$ cat src/inc/mlcb_pkg.sv
// Constants, offsets and reset values of the monitor and LED configuration bank
package mlcb_pkg;
  // ********************************************************
  // Register indices, byte address is four times the index
  // ********************************************************
  localparam logic [9:0] IDX_ACTIVATE = 10'h030;
  localparam logic [9:0] IDX_MON_BASE_HI = 10'h060;
  localparam logic [9:0] IDX_MON_BASE_LO = 10'h061;
  localparam logic [9:0] IDX_SB_BASE_HI = 10'h062;
  localparam logic [9:0] IDX_SB_BASE_LO = 10'h063;
  localparam logic [9:0] IDX_IRQ_SEL = 10'h070;
  localparam logic [9:0] IDX_DEEP_CFG = 10'h080;
  localparam logic [9:0] IDX_SYS_DUTY = 10'h0E0;
  localparam logic [9:0] IDX_CPU_DUTY = 10'h0E1;
  localparam logic [9:0] IDX_TACH_DB = 10'h0F0;
  localparam logic [9:0] IDX_MGMT_IRQ = 10'h0F1;
  localparam logic [9:0] IDX_MSG_BUS = 10'h0F5;
  localparam logic [9:0] IDX_DEEP_BLINK = 10'h0F6;
  localparam logic [9:0] IDX_GREEN = 10'h0F7;
  localparam logic [9:0] IDX_YELLOW = 10'h0F8;
  localparam logic [9:0] IDX_DEEP_FORCE = 10'h0F9;
  // ********************************************************
  // Reset values and field positions
  // ********************************************************
  localparam logic [7:0] DUTY_RST = 8'h7F;
  localparam logic [7:0] GREEN_RST = 8'h87;
  localparam logic [7:0] YELLOW_RST = 8'h47;
  localparam int AUTO_BIT = 7;
  localparam int KEEP_BIT = 6;
  localparam int POL_BIT = 5;
  localparam int MSG_LSB = 5;
  localparam int FORCE_Y_BIT = 5;
  localparam int FORCE_G_BIT = 4;
  // LED codes used by automatic control
  localparam logic [3:0] CODE_HIZ = 4'h0;
  localparam logic [3:0] CODE_LOW = 4'h7;
  localparam logic [3:0] CODE_1HZ = 4'h5;
  // ********************************************************
  // Timing
  // ********************************************************
  localparam int CLK_NS = 20;
  localparam int SMB_DB_NS = 160;
  localparam int SMB_DB_CYC = (SMB_DB_NS + CLK_NS - 1) / CLK_NS;
  localparam int TACH_DB_NS = 1000;
  localparam int TACH_DB_CYC = (TACH_DB_NS + CLK_NS - 1) / CLK_NS;
  localparam int TICK_US = 62500;
  localparam int TICK_CYC = TICK_US * 1000 / CLK_NS;
  // Pin count and reset level of the synchroniser bank
  localparam int PIN_N = 8;
  localparam logic [7:0] PIN_RST = 8'hFF;
endpackage

$ cat src/logic/mlcb_top.sv
// Monitor and front-panel LED configuration bank with APB slave
//
// Design decision made here: the APB register port.
`timescale 1ns/1ns
`default_nettype none
module mlcb_top
  import mlcb_pkg::*;
#(
  parameter int TICK_CYCLES = TICK_CYC
)
(
  // Clock, reset, enable
  input wire logic MCLK,
  input wire logic RESET_N,
  input wire logic CE,
  // APB slave
  input wire logic PSEL,
  input wire logic PENABLE,
  input wire logic PWRITE,
  input wire logic [11:0] PADDR,
  input wire logic [31:0] PWDATA,
  output logic [31:0] PRDATA,
  output logic PREADY,
  output logic PSLVERR,
  // Board and chipset pins
  input wire logic SOFT_OFF_STATE_IN_N,
  input wire logic SUSPEND_RAM_STATE_IN_N,
  input wire logic RESUME_RESET_N,
  input wire logic POWER_GOOD,
  input wire logic HOST_BUS_RESET_N,
  input wire logic SYSTEM_FAN_TACH_IN,
  input wire logic PROCESSOR_FAN_TACH_IN,
  input wire logic BUS_CLOCK_IN,
  input wire logic BUS_DATA_IN,
  // Configuration towards the monitor
  output logic MONITOR_ACTIVE,
  output logic [11:0] MONITOR_BASE,
  output logic [11:0] SIDEBAND_BASE,
  output logic [3:0] MONITOR_IRQ,
  output logic MGMT_INTERRUPT_EN,
  output logic [7:0] SYSTEM_FAN_DUTY,
  output logic [7:0] PROCESSOR_FAN_DUTY,
  // Filtered inputs
  output logic [3:0] FILTERED_IN,
  // LEDs
  output logic MESSAGE_LED,
  output logic GREEN_LED_OUT,
  output logic GREEN_LED_OE,
  output logic YELLOW_LED_OUT,
  output logic YELLOW_LED_OE
);
  // ********************************************************
  // Pin synchronisers
  // ********************************************************
  logic [PIN_N-1:0] pin_raw; // Raw pins
  logic [PIN_N-1:0] s1_q, s2_q, s3_q; // Three stages
  logic [PIN_N-1:0] clean_q; // Agreed level
  assign pin_raw = {BUS_DATA_IN, BUS_CLOCK_IN, PROCESSOR_FAN_TACH_IN,
                    SYSTEM_FAN_TACH_IN, HOST_BUS_RESET_N, POWER_GOOD,
                    RESUME_RESET_N, SOFT_OFF_STATE_IN_N & SUSPEND_RAM_STATE_IN_N};
  // Three-stage chain, change taken once stages two and three agree
  always_ff @(posedge MCLK or negedge RESET_N)
  begin
    if (!RESET_N)
    begin
      s1_q <= PIN_RST;
      s2_q <= PIN_RST;
      s3_q <= PIN_RST;
      clean_q <= PIN_RST;
    end
    else if (CE)
    begin
      s1_q <= pin_raw;
      s2_q <= s1_q;
      s3_q <= s2_q;
      clean_q <= (s2_q & s3_q) | (clean_q & (s2_q ^ s3_q));
    end
  end
  logic awake; // Both sleep inputs high
  logic resume_rst; // Resume reset asserted
  logic pg_low; // Power-good absent
  logic host_rst; // Host bus reset asserted
  assign awake = clean_q[0];
  assign resume_rst = ~clean_q[1];
  assign pg_low = ~clean_q[2];
  assign host_rst = ~clean_q[3];
  // Separate soft-off flag for deep-S5 entry
  logic off_s1_q, off_s2_q, off_s3_q, off_q;
  always_ff @(posedge MCLK or negedge RESET_N)
  begin
    if (!RESET_N)
    begin
      off_s1_q <= 1'b1;
      off_s2_q <= 1'b1;
      off_s3_q <= 1'b1;
      off_q <= 1'b1;
    end
    else if (CE)
    begin
      off_s1_q <= SOFT_OFF_STATE_IN_N;
      off_s2_q <= off_s1_q;
      off_s3_q <= off_s2_q;
      if (off_s2_q == off_s3_q)
        off_q <= off_s3_q;
    end
  end
  // ********************************************************
  // Registers
  // ********************************************************
  logic act_q; // Monitor active
  logic [3:0] mb_hi_q, sb_hi_q; // Base high nibbles
  logic [7:0] mb_lo_q, sb_lo_q; // Base low bytes
  logic [3:0] irq_q; // Interrupt line
  logic [7:0] sys_duty_q, cpu_duty_q; // Fan duties
  logic [1:0] tach_db_q; // Tach debounce enables
  logic mgmt_q; // Management interrupt enable
  logic [2:0] msg_q; // Message LED code
  logic [1:0] bus_db_q; // Bus debounce enables
  logic [7:0] deep_blink_q; // Deep-S5 codes
  logic auto_q; // Automatic control
  logic [7:0] grn_q, ylw_q; // LED controls, bit 7 unused here
  logic [1:0] force_q; // Deep-S5 force high
  logic deep_en_q; // Deep-S5 enable
  logic [9:0] idx; // Word index
  logic wr; // Write taken this edge
  logic [7:0] wd; // Write byte
  logic sleep_q; // Asleep last cycle
  logic entry; // Sleep entry pulse
  assign idx = PADDR[11:2];
  assign wr = PSEL & PENABLE & PWRITE & PREADY & ~PSLVERR & CE;
  assign wd = PWDATA[7:0];
  assign entry = ~awake & ~sleep_q;
  // Host bus reset well
  always_ff @(posedge MCLK or negedge RESET_N)
  begin
    if (!RESET_N)
    begin
      act_q <= 1'b0;
      mb_hi_q <= 4'h0;
      mb_lo_q <= 8'h00;
      sb_hi_q <= 4'h0;
      sb_lo_q <= 8'h00;
      irq_q <= 4'h0;
      tach_db_q <= 2'h0;
      mgmt_q <= 1'b0;
    end
    else if (CE)
    begin
      if (host_rst)
      begin
        act_q <= 1'b0;
        mb_hi_q <= 4'h0;
        mb_lo_q <= 8'h00;
        sb_hi_q <= 4'h0;
        sb_lo_q <= 8'h00;
        irq_q <= 4'h0;
        tach_db_q <= 2'h0;
        mgmt_q <= 1'b0;
      end
      else if (wr)
      begin
        unique case (idx)
          IDX_ACTIVATE: act_q <= wd[0];
          IDX_MON_BASE_HI: mb_hi_q <= wd[3:0];
          IDX_MON_BASE_LO: mb_lo_q <= {wd[7:1], 1'b0};
          IDX_SB_BASE_HI: sb_hi_q <= wd[3:0];
          IDX_SB_BASE_LO: sb_lo_q <= {wd[7:1], 1'b0};
          IDX_IRQ_SEL: irq_q <= wd[3:0];
          IDX_TACH_DB: tach_db_q <= wd[2:1];
          IDX_MGMT_IRQ: mgmt_q <= wd[7];
          default: ;
        endcase
      end
    end
  end
  // Resume reset well, message bits also follow power-good
  always_ff @(posedge MCLK or negedge RESET_N)
  begin
    if (!RESET_N)
    begin
      sys_duty_q <= DUTY_RST;
      cpu_duty_q <= DUTY_RST;
      msg_q <= 3'h0;
      bus_db_q <= 2'h0;
      auto_q <= 1'b1;
    end
    else if (CE)
    begin
      if (resume_rst)
      begin
        sys_duty_q <= DUTY_RST;
        cpu_duty_q <= DUTY_RST;
        msg_q <= 3'h0;
        bus_db_q <= 2'h0;
        auto_q <= 1'b1;
      end
      else
      begin
        if (wr && idx == IDX_SYS_DUTY)
          sys_duty_q <= wd;
        if (wr && idx == IDX_CPU_DUTY)
          cpu_duty_q <= wd;
        if (pg_low)
          msg_q <= 3'h0;
        else if (wr && idx == IDX_MSG_BUS)
          msg_q <= wd[7:MSG_LSB];
        if (wr && idx == IDX_MSG_BUS)
          bus_db_q <= wd[1:0];
        if (wr && idx == IDX_GREEN)
          auto_q <= wd[AUTO_BIT];
      end
    end
  end
  // Battery well; sleep entry clear wins over a write
  always_ff @(posedge MCLK or negedge RESET_N)
  begin
    if (!RESET_N)
    begin
      deep_blink_q <= 8'h00;
      grn_q <= GREEN_RST;
      ylw_q <= YELLOW_RST;
      force_q <= 2'h0;
      deep_en_q <= 1'b0;
      sleep_q <= 1'b0;
    end
    else if (CE)
    begin
      sleep_q <= ~awake;
      if (wr && idx == IDX_DEEP_BLINK)
        deep_blink_q <= wd;
      if (wr && idx == IDX_DEEP_FORCE)
        force_q <= wd[FORCE_Y_BIT:FORCE_G_BIT];
      if (wr && idx == IDX_DEEP_CFG)
        deep_en_q <= wd[0];
      if (wr && idx == IDX_GREEN)
        grn_q <= {1'b0, wd[6:5], 1'b0, wd[3:0]};
      if (wr && idx == IDX_YELLOW)
        ylw_q <= {1'b0, wd[6:5], 1'b0, wd[3:0]};
      if (entry && !grn_q[KEEP_BIT])
        grn_q[3:0] <= CODE_HIZ;
      if (entry && !ylw_q[KEEP_BIT])
        ylw_q[3:0] <= CODE_HIZ;
    end
  end
  // ********************************************************
  // APB answer, no wait state, unmapped index errors
  // ********************************************************
  logic [7:0] rd; // Read byte
  logic hit; // Mapped index
  always_comb
  begin
    rd = 8'h00;
    hit = 1'b1;
    unique case (idx)
      IDX_ACTIVATE: rd = {7'h00, act_q};
      IDX_MON_BASE_HI: rd = {4'h0, mb_hi_q};
      IDX_MON_BASE_LO: rd = mb_lo_q;
      IDX_SB_BASE_HI: rd = {4'h0, sb_hi_q};
      IDX_SB_BASE_LO: rd = sb_lo_q;
      IDX_IRQ_SEL: rd = {4'h0, irq_q};
      IDX_DEEP_CFG: rd = {7'h00, deep_en_q};
      IDX_SYS_DUTY: rd = sys_duty_q;
      IDX_CPU_DUTY: rd = cpu_duty_q;
      IDX_TACH_DB: rd = {5'h00, tach_db_q, 1'b0};
      IDX_MGMT_IRQ: rd = {mgmt_q, 7'h00};
      IDX_MSG_BUS: rd = {msg_q, 3'h0, bus_db_q};
      IDX_DEEP_BLINK: rd = deep_blink_q;
      IDX_GREEN: rd = {auto_q, grn_q[6:0]};
      IDX_YELLOW: rd = ylw_q;
      IDX_DEEP_FORCE: rd = {2'h0, force_q, 4'h0};
      default: hit = 1'b0;
    endcase
  end
  // Ready raised in the access phase for one cycle
  always_ff @(posedge MCLK or negedge RESET_N)
  begin
    if (!RESET_N)
    begin
      PREADY <= 1'b0;
      PSLVERR <= 1'b0;
      PRDATA <= 32'h0000_0000;
    end
    else if (CE)
    begin
      PREADY <= PSEL & ~PENABLE;
      PSLVERR <= PSEL & ~PENABLE & ~hit;
      PRDATA <= (PSEL & ~PENABLE & ~PWRITE) ? {24'h000000, rd} : 32'h0000_0000;
    end
  end
  // ********************************************************
  // Debouncers for tach and bus inputs
  // ********************************************************
  logic [3:0] db_en; // Per-input enable
  assign db_en = {bus_db_q[0], bus_db_q[1], tach_db_q[1], tach_db_q[0]};
  genvar gi;
  generate
    for (gi = 0; gi < 4; gi++)
    begin : g_db
      localparam int LIM = (gi < 2) ? TACH_DB_CYC : SMB_DB_CYC;
      logic [7:0] cnt_q; // Stable-difference count
      logic filt_q; // Debounced level
      // Follow raw level once it differed for LIM cycles
      always_ff @(posedge MCLK or negedge RESET_N)
      begin
        if (!RESET_N)
        begin
          cnt_q <= 8'h00;
          filt_q <= 1'b1;
          FILTERED_IN[gi] <= 1'b1;
        end
        else if (CE)
        begin
          if (clean_q[gi+4] == filt_q)
            cnt_q <= 8'h00;
          else if (cnt_q == 8'(LIM - 1))
          begin
            cnt_q <= 8'h00;
            filt_q <= clean_q[gi+4];
          end
          else
            cnt_q <= cnt_q + 8'h01;
          // Bypass when disabled
          FILTERED_IN[gi] <= db_en[gi] ? filt_q : clean_q[gi+4];
        end
      end
    end
  endgenerate
  // ********************************************************
  // Blink time base and fading ramp
  // ********************************************************
  logic [21:0] pre_q; // Sixteenth-second prescaler
  logic [7:0] tick_q; // Bit k toggles every 2^k ticks
  logic [6:0] pwm_q; // Fading carrier
  logic [6:0] lvl; // Fading brightness
  logic fade_lit; // Fading pulse
  // Free-running counters, square waves at 50 percent
  always_ff @(posedge MCLK or negedge RESET_N)
  begin
    if (!RESET_N)
    begin
      pre_q <= 22'h000000;
      tick_q <= 8'h00;
      pwm_q <= 7'h00;
    end
    else if (CE)
    begin
      pwm_q <= pwm_q + 7'h01;
      if (pre_q == 22'(TICK_CYCLES - 1))
      begin
        pre_q <= 22'h000000;
        tick_q <= tick_q + 8'h01;
      end
      else
        pre_q <= pre_q + 22'h000001;
    end
  end
  assign lvl = tick_q[7] ? ~tick_q[6:0] : tick_q[6:0];
  assign fade_lit = pwm_q < lvl;
  // Code to {enable, active-low level}
  function automatic logic [1:0] led_pin(input logic [3:0] code);
    logic [1:0] r;
    r = 2'b10;
    if (code[3])
      r = {1'b1, ~fade_lit};
    else
      unique case (code[2:0])
        3'h0: r = 2'b00;
        3'h1: r = {1'b1, tick_q[7]};
        3'h2: r = {1'b1, tick_q[6]};
        3'h3: r = {1'b1, tick_q[5]};
        3'h4: r = {1'b1, tick_q[4]};
        3'h5: r = {1'b1, tick_q[3]};
        3'h6: r = {1'b1, tick_q[2]};
        3'h7: r = 2'b10;
      endcase
    return r;
  endfunction
  // ********************************************************
  // LED selection
  // ********************************************************
  logic deep; // Deep-S5 in effect
  logic [3:0] g_code, y_code; // Effective codes
  logic [1:0] g_pin, y_pin; // Enable and level
  assign deep = deep_en_q & ~off_q;
  always_comb
  begin
    g_code = grn_q[3:0];
    y_code = ylw_q[3:0];
    if (deep)
    begin
      g_code = deep_blink_q[3:0];
      y_code = deep_blink_q[7:4];
    end
    else if (auto_q)
    begin
      // Awake lights green, suspend blinks yellow, off is dark
      g_code = awake ? CODE_LOW : CODE_HIZ;
      y_code = (!awake && clean_q[0] == 1'b0 && off_q) ? CODE_1HZ : CODE_HIZ;
    end
  end
  // Process form so that tick and fading changes re-evaluate the pins
  always_comb
  begin
    g_pin = led_pin(g_code);
    y_pin = led_pin(y_code);
  end
  // Registered pins, polarity flips the level, force drives high
  always_ff @(posedge MCLK or negedge RESET_N)
  begin
    if (!RESET_N)
    begin
      GREEN_LED_OUT <= 1'b1;
      GREEN_LED_OE <= 1'b0;
      YELLOW_LED_OUT <= 1'b1;
      YELLOW_LED_OE <= 1'b0;
      MESSAGE_LED <= 1'b1;
    end
    else if (CE)
    begin
      GREEN_LED_OE <= (deep & force_q[0]) | g_pin[1];
      GREEN_LED_OUT <= (deep & force_q[0]) | (g_pin[0] ^ grn_q[POL_BIT]);
      YELLOW_LED_OE <= (deep & force_q[1]) | y_pin[1];
      YELLOW_LED_OUT <= (deep & force_q[1]) | (y_pin[0] ^ ylw_q[POL_BIT]);
      unique case (msg_q)
        3'h1: MESSAGE_LED <= 1'b0;
        3'h2: MESSAGE_LED <= tick_q[1];
        3'h3: MESSAGE_LED <= tick_q[2];
        3'h4: MESSAGE_LED <= tick_q[3];
        3'h5: MESSAGE_LED <= tick_q[4];
        3'h7: MESSAGE_LED <= tick_q[6];
        default: MESSAGE_LED <= 1'b1;
      endcase
    end
  end
  // ********************************************************
  // Configuration outputs straight from registers
  // ********************************************************
  assign MONITOR_ACTIVE = act_q;
  assign MONITOR_BASE = {mb_hi_q, mb_lo_q};
  assign SIDEBAND_BASE = {sb_hi_q, sb_lo_q};
  assign MONITOR_IRQ = irq_q;
  assign MGMT_INTERRUPT_EN = mgmt_q;
  assign SYSTEM_FAN_DUTY = sys_duty_q;
  assign PROCESSOR_FAN_DUTY = cpu_duty_q;
  // ********************************************************
  // Assertions
  // ********************************************************
  a_activate_write: assert property (@(posedge MCLK) disable iff (!RESET_N)
    wr && idx == IDX_ACTIVATE && !host_rst |=> MONITOR_ACTIVE == $past(PWDATA[0]))
    else $error("activate bit not stored");
  a_base_even: assert property (@(posedge MCLK) disable iff (!RESET_N)
    !MONITOR_BASE[0] && !SIDEBAND_BASE[0])
    else $error("base address odd");
  a_irq_write: assert property (@(posedge MCLK) disable iff (!RESET_N)
    wr && idx == IDX_IRQ_SEL && !host_rst |=> MONITOR_IRQ == $past(PWDATA[3:0]))
    else $error("irq select not stored");
  a_duty_resume: assert property (@(posedge MCLK) disable iff (!RESET_N)
    CE && resume_rst |=> SYSTEM_FAN_DUTY == 8'h7F && PROCESSOR_FAN_DUTY == 8'h7F)
    else $error("duty not reset");
  a_auto_resume: assert property (@(posedge MCLK) disable iff (!RESET_N)
    CE && resume_rst |=> auto_q)
    else $error("auto bit not set on resume");
  a_msg_pg: assert property (@(posedge MCLK) disable iff (!RESET_N)
    CE && pg_low |=> msg_q == 3'h0)
    else $error("message code kept without power-good");
  a_msg_low: assert property (@(posedge MCLK) disable iff (!RESET_N)
    CE && msg_q == 3'h1 |=> !MESSAGE_LED)
    else $error("message LED not low");
  a_sleep_clear: assert property (@(posedge MCLK) disable iff (!RESET_N)
    CE && entry && !grn_q[KEEP_BIT] |=> grn_q[3:0] == 4'h0)
    else $error("green code kept on sleep");
  a_deep_force: assert property (@(posedge MCLK) disable iff (!RESET_N)
    CE && deep && force_q[0] |=> GREEN_LED_OUT && GREEN_LED_OE)
    else $error("green not forced high");
  a_hiz_code: assert property (@(posedge MCLK) disable iff (!RESET_N)
    CE && !deep && g_code == 4'h0 |=> !GREEN_LED_OE)
    else $error("green driven on high-Z code");
endmodule
`default_nettype wire

$ cat config.mk
export PLATFORM = sky130hd
export DESIGN_NAME = mlcb_top
export DESIGN_NICKNAME = d
export VERILOG_FILES = /design/src/inc/mlcb_pkg.sv /design/src/logic/mlcb_top.sv
export SDC_FILE = /design/constraint.sdc
export NUM_CORES = 1
export LEC_CHECK = 0
export ABC_AREA = 1
export ABC_CLOCK_PERIOD_IN_PS = 2110
export BUFFER_PORTS_ARGS = -buffer_cell sky130_fd_sc_hd__buf_2
export CORE_AREA = 5 5 137 152
export CTS_BUF_LIST = sky130_fd_sc_hd__clkbuf_16
export DETAILED_ROUTE_END_ITERATION = 7
export DIE_AREA = 0 0 142 157
export MAX_ROUTING_LAYER = met4
export PLACE_DENSITY = 0.83
export SYNTH_ARGS = -nofsm -noshare
export SYNTH_HDL_FRONTEND = slang
export SYNTH_SLANG_ARGS = --single-unit
$ cat constraint.sdc
create_clock -name MCLK -period 2.11 [get_ports MCLK]
set_input_delay 0.422 -clock MCLK [delete_from_list [all_inputs] [get_ports MCLK]]
set_output_delay 0.422 -clock MCLK [all_outputs]
set_load 0.01 [all_outputs]
==> Yosys cells after proc, flatten, opt, wreduce, memory -nomap -nowiden <==
Index checks and enable logic that the tools add are counted.
{ "totals": {"regBits": 230, "input_bits": 59, "out_inout_bits": 89, "word_cells": 269} }
{ "op_classes": {"add_sub_neg": 7, "order_cmp": 1, "n_eq_ne": 60, "mux": 67, "bitwise": 36, "reduce_logical": 46} }
{ "op_table": {"columns": ["cell", "count"], "rows": [
  ["two-way mux 8 bit", 19],
  ["one-hot mux 8 bit (16 select lines)", 1],
  ["== test 10 x 8 -> 1 bit, second input constant", 10],
  ["two-way mux 4 bit", 17],
  ["== test 10 x 7 -> 1 bit, second input constant", 5],
  ["adder 8 x 1 -> 8 bit, second input constant", 5],
  ["AND reduction 3 bit", 12],
  ["== test 3 bit, second input constant", 11],
  ["one-hot mux 2 bit (8 select lines)", 2],
  ["AND reduction 2 bit", 14],
  ["inequality test 2 x 1 -> 1 bit, second input constant", 13],
  ["adder 22 x 1 -> 22 bit, second input constant", 1],
  ["== test 22 bit, second input constant", 1],
  ["two-way mux 22 bit", 1],
  ["== test 3 x 2 -> 1 bit, second input constant", 6],
  ["bitwise AND 8 bit", 2],
  ["== test 8 x 3 -> 1 bit, second input constant", 2],
  ["== test 8 x 6 -> 1 bit, second input constant", 2],
  ["OR reduction 16 bit", 1],
  ["two-way mux 3 bit", 5],
  ["two-way mux 2 bit", 7],
  ["bitwise AND 1 bit", 13],
  ["two-way mux 1 bit", 13],
  ["logical AND 1 bit", 12],
  ["17 further kinds", 42]
]} }

==> Logic depth before layout (Yosys ltp) <==
{ "depth": {"ltp_word": 11, "depth_mapped": 16, "depth_no_buf": 15} }

==> Worst setup path after synthesis <==
Ideal clock, no wire load.
{ "synth_timing": {"path_type": "reg-to-reg", "startpoint": "reg pre_q[0]", "endpoint": "reg tick_q[1]", "setup_time_ns": 0.125, "arrival_time_ns": 1.558, "required_ns": 1.985, "path_slack_ns": 0.427, "stages_incl_launch_ff": 7, "n_path_buf": 0, "synth_period_minus_slack_ns": 1.683, "path_cell_list": "dfrtp_1 > ha_1 > inv_1 > nor4_1 > nand3_1 > nor2_1 > mux2_2"} }
{ "synth_via": {"elab_chain_len": 2} }
{ "synth_rtl": {"columns": ["item", "line", "rtl"], "rows": [
  ["from (decl)", "mlcb_top.sv:331", "logic [21:0] pre_q;"],
  ["from (signal assigned)", "mlcb_top.sv:354", "pre_q <= pre_q + 22'h000001;"],
  ["== test 22 bit", "mlcb_top.sv:348", "if (pre_q == 22'(TICK_CYCLES - 1))"],
  ["AND reduction 2 bit (no source line)", null, null],
  ["to (signal assigned)", "mlcb_top.sv:351", "tick_q <= tick_q + 8'h01;"],
  ["to (decl)", "mlcb_top.sv:332", "logic [7:0] tick_q;"]
]} }
Every way passes these cells.
A chain may end at the register's enable or synchronous reset.

==> Final worst setup path <==
{ "layout_timing": {"startpoint": "reg pre_q[0]", "endpoint": "reg tick_q[6]"} }
Same word-level chain as after synthesis.

==> results.py <==
metrics = {
    "yosys": {
        "synth_top_cells_by_area": "sky130_fd_sc_hd__dfrtp_1 31%, sky130_fd_sc_hd__dfstp_2 17%, sky130_fd_sc_hd__nand2_1 13%",
        "synthCells": 1320,
        "count_of_cell_types_in_the_netlist": 51,
        "synth-seq-area-share": 0.480,
        "ys_warn_count": 0,
        "mappedNetlistArea_sq_mm": 0.0108,
        "synth.avg_cell_area_sq_um": 8.19,
        "yosys_register_bits": 204,
        "synth_largest_type_area_fraction": 0.312,
        "synth.largest_area_cell": "sky130_fd_sc_hd__dfrtp_1",
    },
    "setup_path": {
        "worst_ep_required_time_ps": 2490,
        "regToRegSetupSlack_ps": 200,
        "endpoint": "tick_q[6]",
        "crit-reg2reg-capture": "tick_q[6]",
        "critPathLaunch": "pre_q[0]",
        "setup.worst_path.start_class": "register",
        "worst-path-max-fanout": 7,
        "startpoint_of_the_most_critical_register_to_register_path": "pre_q[0]",
        "r2r_cells": 7,
        "crit_chain": "ha_1 > inv_1 > nor4_1 > nand3_1 > nor2_2 > nand4_1 > xor2_1",
        "cpPeakStageDelay_ps": 390,
        "crit_path_end_kind": "register",
        "arrival_ps": 2300,
        "critical-path-slowest-cell": "sky130_fd_sc_hd__dfrtp_1",
        "path_class": "reg2reg",
    },
    "timing": {
        "final_min_period_over_clock_period": 0.906,
        "max_slew_margin": 0.470,
        "fin_ws_ps": 198,
        "tightest_slew_ps": 795,
        "hold_viol": 0,
        "max_clock_freq_mhz": 523,
        "fin_hold_ws_ps": 115,
        "timing.final.setup_violations": 0,
        "clock_period_minus_worst_slack_ps": 1910,
        "clock-skew-final_ps": 20.8,
        "timing.final.max_slew_violations": 0,
        "rsz0062_at_grt": "false",
        "setup_total_negative_slack_ps": 0,
    },
    "detailed_routing": {
        "post_drt_wl_per_cell_microns": 16.0,
        "route.antenna.remaining_nets": 0,
        "first_iter_violations": 723,
        "drt_wl_total_microns": 27300,
        "vias": 9498,
        "first_pass_iters": 5,
        "post_drt_via_cell_ratio": 5.58,
        "drcViolationCount": 0,
    },
    "die": {
        "die-area_sq_mm": 0.0223,
        "dieWidth_microns": 142,
        "core_area_sq_mm": 0.0190,
        "starting_density_of_the_core": 0.570,
        "io_pins": 148,
        "placement_rows": 53,
        "die_y_microns": 157,
    },
    "clocking": {
        "cts_setup_buffers": 0,
        "clock_sinks": 204,
        "htree_levels": 1,
        "worstSkewPairLatency_ps": 510,
        "cts.root.buffer_cell": "sky130_fd_sc_hd__clkbuf_16",
        "tritoncts_clock_tree": "built",
        "path_clk_slew_ps": 60,
        "cts_buffers": 22,
        "clock_tree.buffer_depth": 3,
    },
    "place": {
        "placedCellCount": 1659,
        "place_ws_ps": 95.0,
        "portBuffers": 95,
        "finalWeightedCongestion": 0.965,
        "dp.final_hpwl_microns": 19600,
        "dpl-instance-area_sq_mm": 0.0116,
    },
    "global_route": {
        "groute.usage.overall": 0.255,
        "grt_overflow_total": 0,
        "antenna_found_initial": 1,
        "first_global_vias": 9416,
        "global_route_wire_length_before_repair_microns": 45500,
        "grt_max_degree": 60,
    },
    "power": {
        "power.static_leakage_nw": 6.02,
        "final_total_power_mw": 10.9,
        "p_per_area_mw_per_mm2": 875,
        "max-vdd-ir-drop_mv": 0.685,
    },
    "layout": {
        "layoutNonFillerInstCount": 1701,
        "seq_area_sq_mm": 0.00519,
        "multi_input_gate_area_sq_mm": 0.00485,
        "nFillCells": 1536,
        "final_core_util": 0.654,
        "layout-area-overhead-vs-synth_pct": 14.7,
        "final_net_count": 1519,
        "final_area_sq_mm": 0.0124,
        "final_layout_size_suffix_gt1_frac": 0.196,
    },
    "job": {
        "max-cap-violations": 0,
    },
    "min_path": {
        "worst_hold_path_type": "in2reg",
    },
    "outcome": {
        "run_status": "complete, no violations",
    },
}
per-layer routing:
metal | global-route usage | wire, microns
met1 | 0.318 | 11100
met2 | 0.417 | 13100
met3 | 0.0368 | 1880
met4 | 0.108 | 1190
met5 | - | 0
worst min-delay path by stage:
stage	start	endpoint	slack [ps]	cells past startpoint
6_report	BUS_DATA_IN	s1_q[7]	110	3
3_3_place_gp	RESET_N	pwm_q[6]	440	1
2_1_floorplan	RESET_N	GREEN_LED_OE	130	0
4_1_cts	BUS_DATA_IN	s1_q[7]	100	3
3_5_place_dp	RESET_N	pwm_q[6]	450	1
5_1_grt	BUS_DATA_IN	s1_q[7]	100	3
layout make-up:
type,instances,area share
multi-input combinational,948,0.391
sequential,204,0.419
antenna,1,0.000202
clock buffer,24,0.0484
inverter,135,0.0412
tap,247,0.0249
timing repair buffer,126,0.0640
clock inverter,16,0.0115
layout by cell type (no fill, tap or decap), types with 4 or more instances in the layout:
cell	count
sky130_fd_sc_hd__a21oi_1	35
sky130_fd_sc_hd__a31oi_1	8
sky130_fd_sc_hd__buf_12	6
sky130_fd_sc_hd__buf_2	94
sky130_fd_sc_hd__buf_4	24
sky130_fd_sc_hd__clkbuf_16	24
sky130_fd_sc_hd__clkinv_1	4
sky130_fd_sc_hd__clkinv_2	4
sky130_fd_sc_hd__conb_1	26
sky130_fd_sc_hd__dfrtp_1	134
sky130_fd_sc_hd__dfstp_2	69
sky130_fd_sc_hd__ha_1	23
sky130_fd_sc_hd__inv_1	133
sky130_fd_sc_hd__mux2_2	8
sky130_fd_sc_hd__nand2_1	375
sky130_fd_sc_hd__nand3_1	72
sky130_fd_sc_hd__nand4_1	24
sky130_fd_sc_hd__nor2_1	92
sky130_fd_sc_hd__nor2_2	5
sky130_fd_sc_hd__nor3_1	29
sky130_fd_sc_hd__nor4_1	12
sky130_fd_sc_hd__o211ai_1	6
sky130_fd_sc_hd__o21ai_0	104
sky130_fd_sc_hd__o21ai_1	16
sky130_fd_sc_hd__o21ai_2	18
sky130_fd_sc_hd__o22ai_1	15
sky130_fd_sc_hd__o32ai_1	4
sky130_fd_sc_hd__xnor2_1	12
sky130_fd_sc_hd__xor2_1	23
report_power, final:
part	switching [mW]	internal [mW]
combinational	1.22	0.690
sequential	0.464	4.56
clock	1.61	2.31
Yosys cell counts (all sizes together):
cell type and instances:
ha 23, o21bai 1, and2 1, o32a 1, nand3 75, nor3 31
xor2 23, conb 1, mux2i 2, nand3b 2, inv 135, o21ai 138
nand4 27, o211ai 6, buf 44, nor2 101, clkbuf 14, o22a 2
mux2 8, nor3b 2, o32ai 4, a21oi 36, dfstp 69, or2 3
nor4 15, xnor2 12, a31oi 8, nand2 377, o22ai 15, o221ai 2
o31ai 3, a22o 1, dfrtp 135, o21a 3
timing repair:
action                                  CTS  global route
endpoints found under the hold margin    38             0
endpoints found under the setup margin    0             1
hold buffers                              1             0
resized for setup                         0             5
registers in the layout (all words and copies together) (netlist names), 3 cells and up:
signal / count
sb_hi_q: 4
FILTERED_IN: 4
s2_q: 8
PRDATA: 8
mb_lo_q: 7
msg_q: 3
s3_q: 8
pwm_q: 7
mb_hi_q: 4
sb_lo_q: 7
SYSTEM_FAN_DUTY: 8
tick_q: 8
g_db.cnt_q: 32
ylw_q: 6
s1_q: 8
PROCESSOR_FAN_DUTY: 8
grn_q: 6
clean_q: 8
MONITOR_IRQ: 4
g_db.filt_q: 4
deep_blink_q: 8
pre_q: 22
kinds of logic after synthesis:
group                      Yosys count  share of synthesized area
buffers and inverters              193                     0.0811
and+or+nand+nor                    634                      0.256
AOI/OAI and AO/OA                  220                      0.118
xor gates and xnor gates            35                     0.0283
other                                1                   0.000347
muxes                               10                     0.0102
DFF                                204                      0.480
adders and majority gates           23                     0.0266
worst max-delay path: cells and delay by family (launching register included):
family | cells | cell delay, ps
XOR/XNOR | 1 | 170
adder cells (fa/ha/maj) | 1 | 250
buffers and inverters | 1 | 80
flip-flops | 1 | 390
AND/OR/NAND/NOR | 4 | 900
Power figures use the tool's default switching activity.
